**src/meter_pkg.sv**
```systemverilog
package meter_pkg;

	// register bus geometry
	localparam int ADDR_W = 16;
	localparam int DATA_W = 32;

	// register offsets
	localparam logic [15:0] GAIN_ADJUST_WORD_OFS  = 16'h002e;
	localparam logic [15:0] EXTERNAL_TEMP_SELECT_OFS  = 16'h0038;
	localparam logic [15:0] LIN_COEFF_OFS = 16'h0039;
	localparam logic [15:0] QUAD_COEFF_OFS = 16'h003a;
	localparam logic [15:0] REF_TEMP_OFS  = 16'h003b;
	localparam logic [15:0] TRIM_SEL_OFS  = 16'h20fd;
	localparam logic [15:0] TRIM_VAL_OFS  = 16'h20ff;
	localparam logic [15:0] CTRL_OFS      = 16'h2100;
	localparam logic [15:0] CHOP_OFS      = 16'h2101;
	localparam logic [15:0] STATUS_OFS    = 16'h2102;

	// control register field positions
	localparam int CONV_OFF_BIT   = 0;
	localparam int CKOUT_OFF_BIT  = 1;
	localparam int EMU_OFF_BIT    = 2;
	localparam int FLASH_SHORT_BIT = 3;
	localparam int BOOST_EN_BIT   = 4;
	localparam int CE_EN_BIT      = 5;
	localparam int MON_EN_BIT     = 6;
	localparam int DIV_LSB        = 8;
	localparam int DIV_W          = 3;
	localparam int CTRL_W         = 11;

	// status register field positions
	localparam int WDOG_BIT    = 0;
	localparam int CHOP_BIT    = 1;
	localparam int PREBOOT_BIT = 2;
	localparam int RUN_BIT     = 3;

	// reset values
	localparam logic [CTRL_W-1:0] CTRL_RESET = 11'h000;
	localparam logic [1:0]        CHOP_RESET = 2'h0;
	localparam logic [7:0]        TRIM_SEL_RESET = 8'h00;
	localparam logic [31:0]       WORD_RESET = 32'h0000_0000;

	// encodings
	localparam logic [31:0] EXT_INTERNAL = 32'h0000_0000;
	localparam logic [31:0] EXT_EXTERNAL = 32'h0000_000f;
	localparam logic [7:0]  TRIM_SEL_MAG = 8'h04;
	localparam logic [7:0]  TRIM_SEL_A   = 8'h05;
	localparam logic [7:0]  TRIM_SEL_B   = 8'h06;
	localparam logic [1:0]  CHOP_POS     = 2'h1;
	localparam logic [1:0]  CHOP_REV     = 2'h2;

	// timing
	localparam int CLK_PERIOD_NS   = 10;
	localparam int RESET_WAIT_OSC  = 4100;
	localparam int PREBOOT_CYC     = 32;
	localparam int FLASH_SHORT_NS  = 33;
	localparam int FLASH_LONG_NS   = 66;
	localparam logic [3:0] FLASH_SHORT_CYC = 4'((FLASH_SHORT_NS + CLK_PERIOD_NS - 1) / CLK_PERIOD_NS);
	localparam logic [3:0] FLASH_LONG_CYC  = 4'((FLASH_LONG_NS + CLK_PERIOD_NS - 1) / CLK_PERIOD_NS);

	typedef enum {SEQ_HOLD, SEQ_WAIT, SEQ_PREBOOT, SEQ_RUN} seq_e;

	typedef struct packed {
		logic [15:0] addr;
		logic [31:0] wdata;
		logic        wr;
		logic        rd;
	} bus_req_s;

	typedef struct packed {
		logic [7:0] trimA;
		logic [7:0] trimB;
		logic [2:0] mag;
	} fuse_s;

endpackage

```
**src/meter_power_trim_chop_ctrl.sv**
```systemverilog
// Notes on behaviour
// - supply below bias threshold holds processor in reset, digital logic stopped
// - supply above threshold starts timer; processor released after 4100 oscillator cycles
// - after release the processor runs a 32 cycle preboot phase
// - battery domain keeps oscillator, clock, external RAM and watchdog flag
// - converter, clock test output or emulator clock off bits shut that resource
// - flash short pulse bit shortens flash read pulse to 33 ns
// - display boost, compute engine, monitor output enables at 0 turn them off
// - processor clock divided by divider field; larger value gives slower clock
// - emulator clock off blocks all emulator port access including flash work
// - firmware writes 4, 5 or 6 to trim select, reads fuse from trim value
// - external temp select 0: engine computes gain adjust from coefficients
// - external temp select 15: engine uses firmware written gain adjust word
// - chop signal high swaps amplifier inputs, low keeps positive connection
// - chop bits 01 force positive, 10 force reversed, equal bits toggle
// - chop bits 00 or 11 invert chop signal every multiplexer cycle
// - reset mode clears all configuration bits; oscillator keeps running; here only control, chop and trim select clear, the engine words are kept
// - chop value written between cycles governs the whole next multiplexer cycle
//
// Design decision made here: the address-and-strobe port.
`timescale 1ns/100ps
module meter_power_trim_chop_ctrl #(
	parameter int unsigned RESET_WAIT_CYC = meter_pkg::RESET_WAIT_OSC
) (
	input  wire logic               clk,
	input  wire logic               arst_n,
	input  wire logic               supplySenseInput,
	input  wire logic               resetPin_n,
	input  wire meter_pkg::fuse_s   fuses,
	input  wire meter_pkg::bus_req_s busReq,
	input  wire logic               muxCycleEnd,
	input  wire logic [15:0]        tempMeasured,
	input  wire logic               watchdogOverflow,
	output logic [31:0]             rdata,
	output logic                    processorReset_n,
	output logic                    preboot,
	output logic                    converterEnable,
	output logic                    clockTestEnable,
	output logic                    emulatorClockEnable,
	output logic                    emulatorAccessEnable,
	output logic [3:0]              readPulseCycles,
	output logic                    displayBoostEnable,
	output logic                    ceEnable,
	output logic                    monitorOutputEnable,
	output logic                    procClkEn,
	output logic                    chopSignal,
	output logic [31:0]             gainAdjust,
	output logic                    watchdogOverflowFlag
);
	import meter_pkg::*;

	localparam int WAIT_W = $clog2(RESET_WAIT_CYC + 1);

	// fuse group lookup; other selects read as zero
	function automatic logic [7:0] trimLookup(input logic [7:0] sel, input fuse_s f);
		if (sel == TRIM_SEL_MAG) begin
			return {5'h00, f.mag};
		end else if (sel == TRIM_SEL_A) begin
			return f.trimA;
		end else if (sel == TRIM_SEL_B) begin
			return f.trimB;
		end
		return 8'h00;
	endfunction

	// pins and fuses cross in through two flip-flops each
	logic  [1:0] supplyMeta, supplySync;
	fuse_s       fuseMeta, fuseSync;
	always_ff @(posedge clk or negedge arst_n) begin
		if (!arst_n) begin
			supplyMeta <= 2'h0;
			supplySync <= 2'h0;
			fuseMeta   <= '0;
			fuseSync   <= '0;
		end else begin
			supplyMeta <= {supplySenseInput, resetPin_n};
			supplySync <= supplyMeta;
			fuseMeta   <= fuses;
			fuseSync   <= fuseMeta;
		end
	end

	logic supplyGood;
	assign supplyGood = supplySync[1] & supplySync[0];

	// reset sequencer: hold, wait timer, preboot, run
	seq_e              seqState, next_seqState;
	logic [WAIT_W-1:0] waitCnt, next_waitCnt;
	logic [5:0]        prebootCnt, next_prebootCnt;
	always_comb begin
		next_seqState   = seqState;
		next_waitCnt    = waitCnt;
		next_prebootCnt = prebootCnt;
		if (!supplyGood) begin
			next_seqState = SEQ_HOLD;
		end else begin
			case (seqState)
				SEQ_HOLD: begin
					next_seqState = SEQ_WAIT;
					next_waitCnt  = '0;
				end
				SEQ_WAIT: begin
					if (waitCnt == WAIT_W'(RESET_WAIT_CYC - 1)) begin
						next_seqState   = SEQ_PREBOOT;
						next_prebootCnt = 6'h00;
					end else begin
						next_waitCnt = waitCnt + 1'b1;
					end
				end
				SEQ_PREBOOT: begin
					if (prebootCnt == 6'(PREBOOT_CYC - 1)) begin
						next_seqState = SEQ_RUN;
					end else begin
						next_prebootCnt = prebootCnt + 6'h01;
					end
				end
				default: next_seqState = SEQ_RUN;
			endcase
		end
	end
	always_ff @(posedge clk or negedge arst_n) begin
		if (!arst_n) begin
			seqState   <= SEQ_HOLD;
			waitCnt    <= '0;
			prebootCnt <= 6'h00;
		end else begin
			seqState   <= next_seqState;
			waitCnt    <= next_waitCnt;
			prebootCnt <= next_prebootCnt;
		end
	end

	logic running;
	assign running = (seqState == SEQ_PREBOOT) || (seqState == SEQ_RUN);

	// software registers; writes are ignored while the processor is held
	logic [CTRL_W-1:0] ctrl, next_ctrl;
	logic [1:0]        chopCtrl, next_chopCtrl;
	logic [7:0]        trim_fuse_select, next_trim_fuse_select;
	logic [31:0]       extTemp, next_extTemp, linCoeff, next_linCoeff;
	logic [31:0]       quadCoeff, next_quadCoeff, refTemp, next_refTemp;
	logic [31:0]       next_gainAdjust;
	logic              next_wdogFlag;
	logic              wrEn;
	logic signed [15:0] dT;
	logic signed [31:0] dTsq, linTerm, quadTerm;
	assign wrEn     = busReq.wr && running;
	assign dT       = $signed(tempMeasured - refTemp[15:0]);
	assign dTsq     = dT * dT;
	assign linTerm  = $signed(linCoeff[15:0]) * dT;
	assign quadTerm = $signed(quadCoeff[15:0]) * $signed(dTsq[31:16]);
	always_comb begin
		next_ctrl       = ctrl;
		next_chopCtrl   = chopCtrl;
		next_trim_fuse_select    = trim_fuse_select;
		next_extTemp    = extTemp;
		next_linCoeff   = linCoeff;
		next_quadCoeff  = quadCoeff;
		next_refTemp    = refTemp;
		next_gainAdjust = gainAdjust;
		next_wdogFlag   = watchdogOverflowFlag;
		if (seqState == SEQ_HOLD) begin
			next_ctrl     = CTRL_RESET;
			next_chopCtrl = CHOP_RESET;
			next_trim_fuse_select  = TRIM_SEL_RESET;
		end else if (wrEn) begin
			if (busReq.addr == CTRL_OFS) begin
				next_ctrl = busReq.wdata[CTRL_W-1:0];
			end else if (busReq.addr == CHOP_OFS) begin
				next_chopCtrl = busReq.wdata[1:0];
			end else if (busReq.addr == TRIM_SEL_OFS) begin
				next_trim_fuse_select = busReq.wdata[7:0];
			end else if (busReq.addr == EXTERNAL_TEMP_SELECT_OFS) begin
				next_extTemp = busReq.wdata;
			end else if (busReq.addr == LIN_COEFF_OFS) begin
				next_linCoeff = busReq.wdata;
			end else if (busReq.addr == QUAD_COEFF_OFS) begin
				next_quadCoeff = busReq.wdata;
			end else if (busReq.addr == REF_TEMP_OFS) begin
				next_refTemp = busReq.wdata;
			end else if (busReq.addr == GAIN_ADJUST_WORD_OFS && extTemp != EXT_INTERNAL) begin
				next_gainAdjust = busReq.wdata;
			end else if (busReq.addr == STATUS_OFS && busReq.wdata[WDOG_BIT]) begin
				next_wdogFlag = 1'b0;
			end
		end
		// engine owns the word in internal mode, once per multiplexer cycle
		if (extTemp == EXT_INTERNAL && ctrl[CE_EN_BIT] && muxCycleEnd && running) begin
			next_gainAdjust = linTerm + (quadTerm >>> 8);
		end
		// a new overflow beats a simultaneous clear
		if (watchdogOverflow) begin
			next_wdogFlag = 1'b1;
		end
	end
	// the watchdog flag sits in the battery domain: a supply drop leaves it alone
	always_ff @(posedge clk or negedge arst_n) begin
		if (!arst_n) begin
			ctrl                 <= CTRL_RESET;
			chopCtrl             <= CHOP_RESET;
			trim_fuse_select              <= TRIM_SEL_RESET;
			extTemp              <= WORD_RESET;
			linCoeff             <= WORD_RESET;
			quadCoeff            <= WORD_RESET;
			refTemp              <= WORD_RESET;
			gainAdjust           <= WORD_RESET;
			watchdogOverflowFlag <= 1'b0;
		end else begin
			ctrl                 <= next_ctrl;
			chopCtrl             <= next_chopCtrl;
			trim_fuse_select              <= next_trim_fuse_select;
			extTemp              <= next_extTemp;
			linCoeff             <= next_linCoeff;
			quadCoeff            <= next_quadCoeff;
			refTemp              <= next_refTemp;
			gainAdjust           <= next_gainAdjust;
			watchdogOverflowFlag <= next_wdogFlag;
		end
	end

	// read mux; data stand one cycle after the strobe and are zero otherwise
	logic [31:0] next_rdata;
	always_comb begin
		next_rdata = 32'h0000_0000;
		if (busReq.rd) begin
			if (busReq.addr == CTRL_OFS) begin
				next_rdata = {21'h000000, ctrl};
			end else if (busReq.addr == CHOP_OFS) begin
				next_rdata = {30'h00000000, chopCtrl};
			end else if (busReq.addr == TRIM_SEL_OFS) begin
				next_rdata = {24'h000000, trim_fuse_select};
			end else if (busReq.addr == TRIM_VAL_OFS) begin
				next_rdata = {24'h000000, trimLookup(trim_fuse_select, fuseSync)};
			end else if (busReq.addr == EXTERNAL_TEMP_SELECT_OFS) begin
				next_rdata = extTemp;
			end else if (busReq.addr == LIN_COEFF_OFS) begin
				next_rdata = linCoeff;
			end else if (busReq.addr == QUAD_COEFF_OFS) begin
				next_rdata = quadCoeff;
			end else if (busReq.addr == REF_TEMP_OFS) begin
				next_rdata = refTemp;
			end else if (busReq.addr == GAIN_ADJUST_WORD_OFS) begin
				next_rdata = gainAdjust;
			end else if (busReq.addr == STATUS_OFS) begin
				next_rdata = {28'h0000000, seqState == SEQ_RUN, preboot, chopSignal,
					watchdogOverflowFlag};
			end
		end
	end

	// chop polarity changes only at a cycle boundary, so a mid-cycle write waits
	logic next_chopSignal;
	always_comb begin
		next_chopSignal = chopSignal;
		if (muxCycleEnd && running) begin
			if (chopCtrl == CHOP_POS) begin
				next_chopSignal = 1'b0;
			end else if (chopCtrl == CHOP_REV) begin
				next_chopSignal = 1'b1;
			end else begin
				next_chopSignal = !chopSignal;
			end
		end
	end

	// processor clock enable: one pulse every divider+1 cycles
	logic [DIV_W-1:0] divCnt, next_divCnt;
	logic [DIV_W-1:0] divSet;
	logic             next_procClkEn;
	assign divSet = ctrl[DIV_LSB +: DIV_W];
	always_comb begin
		next_divCnt    = (divCnt >= divSet) ? '0 : divCnt + 1'b1;
		next_procClkEn = running && (divCnt >= divSet);
		if (!running) begin
			next_divCnt = '0;
		end
	end

	// resource gating, all outputs from flops
	always_ff @(posedge clk or negedge arst_n) begin
		if (!arst_n) begin
			rdata                <= 32'h0000_0000;
			chopSignal           <= 1'b0;
			divCnt               <= '0;
			procClkEn            <= 1'b0;
			processorReset_n     <= 1'b0;
			preboot              <= 1'b0;
			converterEnable      <= 1'b0;
			clockTestEnable      <= 1'b0;
			emulatorClockEnable  <= 1'b0;
			emulatorAccessEnable <= 1'b0;
			readPulseCycles      <= FLASH_LONG_CYC;
			displayBoostEnable   <= 1'b0;
			ceEnable             <= 1'b0;
			monitorOutputEnable  <= 1'b0;
		end else begin
			rdata                <= next_rdata;
			chopSignal           <= next_chopSignal;
			divCnt               <= next_divCnt;
			procClkEn            <= next_procClkEn;
			processorReset_n     <= running;
			preboot              <= (seqState == SEQ_PREBOOT);
			converterEnable      <= running && !ctrl[CONV_OFF_BIT];
			clockTestEnable      <= running && !ctrl[CKOUT_OFF_BIT];
			emulatorClockEnable  <= running && !ctrl[EMU_OFF_BIT];
			emulatorAccessEnable <= (seqState == SEQ_RUN) && !ctrl[EMU_OFF_BIT];
			readPulseCycles      <= ctrl[FLASH_SHORT_BIT] ? FLASH_SHORT_CYC : FLASH_LONG_CYC;
			displayBoostEnable   <= running && ctrl[BOOST_EN_BIT];
			ceEnable             <= running && ctrl[CE_EN_BIT];
			monitorOutputEnable  <= running && ctrl[MON_EN_BIT];
		end
	end
endmodule // meter_power_trim_chop_ctrl

```
**config.mk**
```make
export PLATFORM = sky130hd
export DESIGN_NAME = meter_power_trim_chop_ctrl
export DESIGN_NICKNAME = d
export VERILOG_FILES = /design/src/meter_pkg.sv /design/src/meter_power_trim_chop_ctrl.sv
export SDC_FILE = /design/constraint.sdc
export NUM_CORES = 2
export LEC_CHECK = 0
export BUFFER_PORTS_ARGS = -buffer_cell sky130_fd_sc_hd__buf_2
export CORE_ASPECT_RATIO = 1.4
export CORE_MARGIN = 4
export CORE_UTILIZATION = 65
export DETAILED_ROUTE_END_ITERATION = 10
export PLACE_DENSITY = 0.84
export RECOVER_POWER = 50
export SLEW_MARGIN = 10
export SYNTH_ARGS = -nofsm -noshare
export SYNTH_HDL_FRONTEND = slang
export SYNTH_SLANG_ARGS = --single-unit
```
**constraint.sdc**
```tcl
create_clock -name clk -period 47.3 [get_ports clk]
set_input_delay 11.825 -clock clk [delete_from_list [all_inputs] [get_ports clk]]
set_output_delay 11.825 -clock clk [all_outputs]
set_load 0.01 [all_outputs]
```
==> results_dict.tcl <==
set metrics [dict create \
    h-tree-depth 1 \
    cap_violations 2 \
    hp-class "reg2reg" \
    fillers 4475 \
    area_growth_pct 5.79 \
    tns_ns 0 \
    yosysWarnings 0 \
    grt_pass1_vias 34000 \
    synth_nets 5340 \
    hpwl_um 86300 \
    layout_commonest_cell "inv_1" \
    track_usage 0.337 \
    cts.clk_slew.worst_paths_ns 0.08 \
    min_period_ns 32.29 \
    crit_type "in2reg" \
    wl_um 110000 \
    tightestPinTransition_ns 7.41 \
    rsz0062_at_grt "false" \
    drtAntennaViolNets 0 \
    finalSetupViolCount 0 \
    status "finished with violations" \
    dr.pass1.iters 9 \
    die_x_um 221 \
    slew_viol_final 295 \
    core-area_um2 62300 \
    max_freq_mhz 31.0 \
    gp_congestion 0.948 \
    antenna_found_initial 8 \
    cts_tree "built" \
    endpoint_kind "register" \
    postCtsSetupBuffers 0 \
    grt_max_degree 154 \
    ys_seq_area_frac 0.178 \
    final_util 0.699 \
    arrival_ns 32.75 \
    synth-seq-cells 292 \
    startpoint_type "input pin" \
    ys.flop_type "dfrtp_1" \
    overflow 0 \
    violations "max-capacitance violations, max-slew violations" \
    layout_common_cells "899 x inv_1, 782 x fa_1, 500 x nand2_1, 291 x dfrtp_1, 277 x ha_1" \
    final_hold_viol_count 0 \
    grt_first_pass_wirelength_um 177000 \
    cts_buffers 22 \
    synth-edff-count 0 \
    drc_errors 0 \
    vias_per_cell 5.98 \
    relSlewSlack -3.94 \
    post-place-ws_ns 14.77 \
    die_h_um 306 \
    die_area_um2 67400 \
    wl_per_cell_um 21.4 \
    port_buffers 168 \
    syn-instance-count 4190 \
    cp_slowest_cell "o311ai_2" \
    start_util 0.660 \
    worst_slack_ns 15.01 \
    cts-root-buf "clkbuf_16" \
    fin_skew_ns 0.0156 \
    pin_count 171 \
    worst-path-max-fanout 26 \
    via_count 30600 \
    hold_buffers 0 \
    critPathMostFrequentCell "fa_1" \
    row_count 108 \
    avgSynthCellArea_um2 9.82 \
    synth_cell_types 81 \
    nets 5424 \
    cp.required_ns 47.75 \
    period_share 0.683 \
    drtIter0Drc 2582 \
    syn_area_um2 41100 \
    drive_above_1_share 0.0855 \
    async_flop_share 1.00 \
    clk_latency_ns 0.54 \
    cts.sink_count 292 \
    slowest_delay_ns 0.86 \
    cts_buffer_depth 3 \
    postCtsResizedCells 0 \
]
worst paths after layout:
check                           startpoint             end  slack, ns  cells past startpoint
max                        tempMeasured[0]  gainAdjust[31]      15.01                     70
max in group asynchronous           arst_n    fuseMeta[16]      23.66                      2
min in group asynchronous           arst_n        rdata[4]      13.96                      1
min reg2reg                   fuseMeta[16]    fuseSync[16]       0.34                      0
max reg2reg                     refTemp[0]  gainAdjust[31]      26.06                     68
min                           fuseMeta[16]    fuseSync[16]       0.34                      0
metal layers:
metal | wire, um | global-route usage | up-vias
met5 | 21 | 0 | -
met4 | 9150 | 0.219 | 4
met3 | 8900 | 0.0581 | 527
met2 | 54800 | 0.571 | 1562
met1 | 36700 | 0.394 | 15500
li1 | - | - | 13000
flip-flops by register name, indices dropped and copies added (netlist names), 2 cells and up:
register and count:
quadCoeff 32, seqState 2, divCnt 3, linCoeff 32, ctrl 11, trim_fuse_select 8
rdata 32, supplyMeta 2, fuseMeta 19, waitCnt 13, fuseSync 19, gainAdjust 32
supplySync 2, refTemp 32, extTemp 32, chopCtrl 2, prebootCnt 6
worst max-delay path, delay by kind of cell:
| family | cells | cell delay, ns |
|---|---|---|
| adder cells (fa/ha/maj) | 22 | 9.70 |
| AO/OA/AOI/OAI | 25 | 7.58 |
| buffers and inverters | 14 | 1.82 |
| AND/OR/NAND/NOR | 6 | 1.20 |
| XOR/XNOR | 2 | 0.31 |
| multiplexers | 1 | 0.30 |
layout make-up:
type                            instances  area (um^2)  share of cell area
Clock inverter                         13          143             0.00328
Multi-Input combinational cell       2834        29900               0.687
Timing Repair Buffer                  220         1150              0.0263
Sequential cell                       292         7310               0.168
Inverter                              904         3390              0.0780
Tap cell                              825         1030              0.0237
Antenna cell                            6         15.0            0.000345
Clock buffer                           27          599              0.0138
synth_stat cells (all sizes together), types with 78 or more instances:
| library cell | instances | area (um^2) |
|---|---|---|
| a21oi | 113 | 566 |
| and2 | 186 | 1160 |
| clkbuf | 129 | 484 |
| dfrtp | 291 | 7280 |
| fa | 782 | 15700 |
| ha | 277 | 3470 |
| inv | 901 | 3380 |
| mux2 | 144 | 1620 |
| nand2 | 500 | 1880 |
| nor2 | 175 | 669 |
| o21ai | 81 | 405 |
| xnor2 | 78 | 691 |
metrics by stage:
stage          area, um^2  hold slack (ns)  cells
6_report            43500            0.337   5121
3_3_place_gp        42900            0.332   5075
3_5_place_dp        42900            0.336   5075
2_1_floorplan       41100            0.331   4190
4_1_cts             43600            0.340   5115
5_1_grt             43500            0.343   5118
cell families (layout without fill, tap and decap cells):
group / count (synthesis) / in the layout / synth area share
simple gates: 1084 / 1084 / 0.125
buf+inv: 1064 / 1164 / 0.0981
fa+ha+maj: 1060 / 1060 / 0.465
compound gates: 406 / 406 / 0.0647
flops: 292 / 292 / 0.178
mux: 169 / 169 / 0.0455
xor+xnor: 113 / 113 / 0.0242
other cells: 2 / 8 / 0.000183
Power is not shown: default switching activity piles up to over one toggle a cycle in this logic, so the estimate is an artifact.
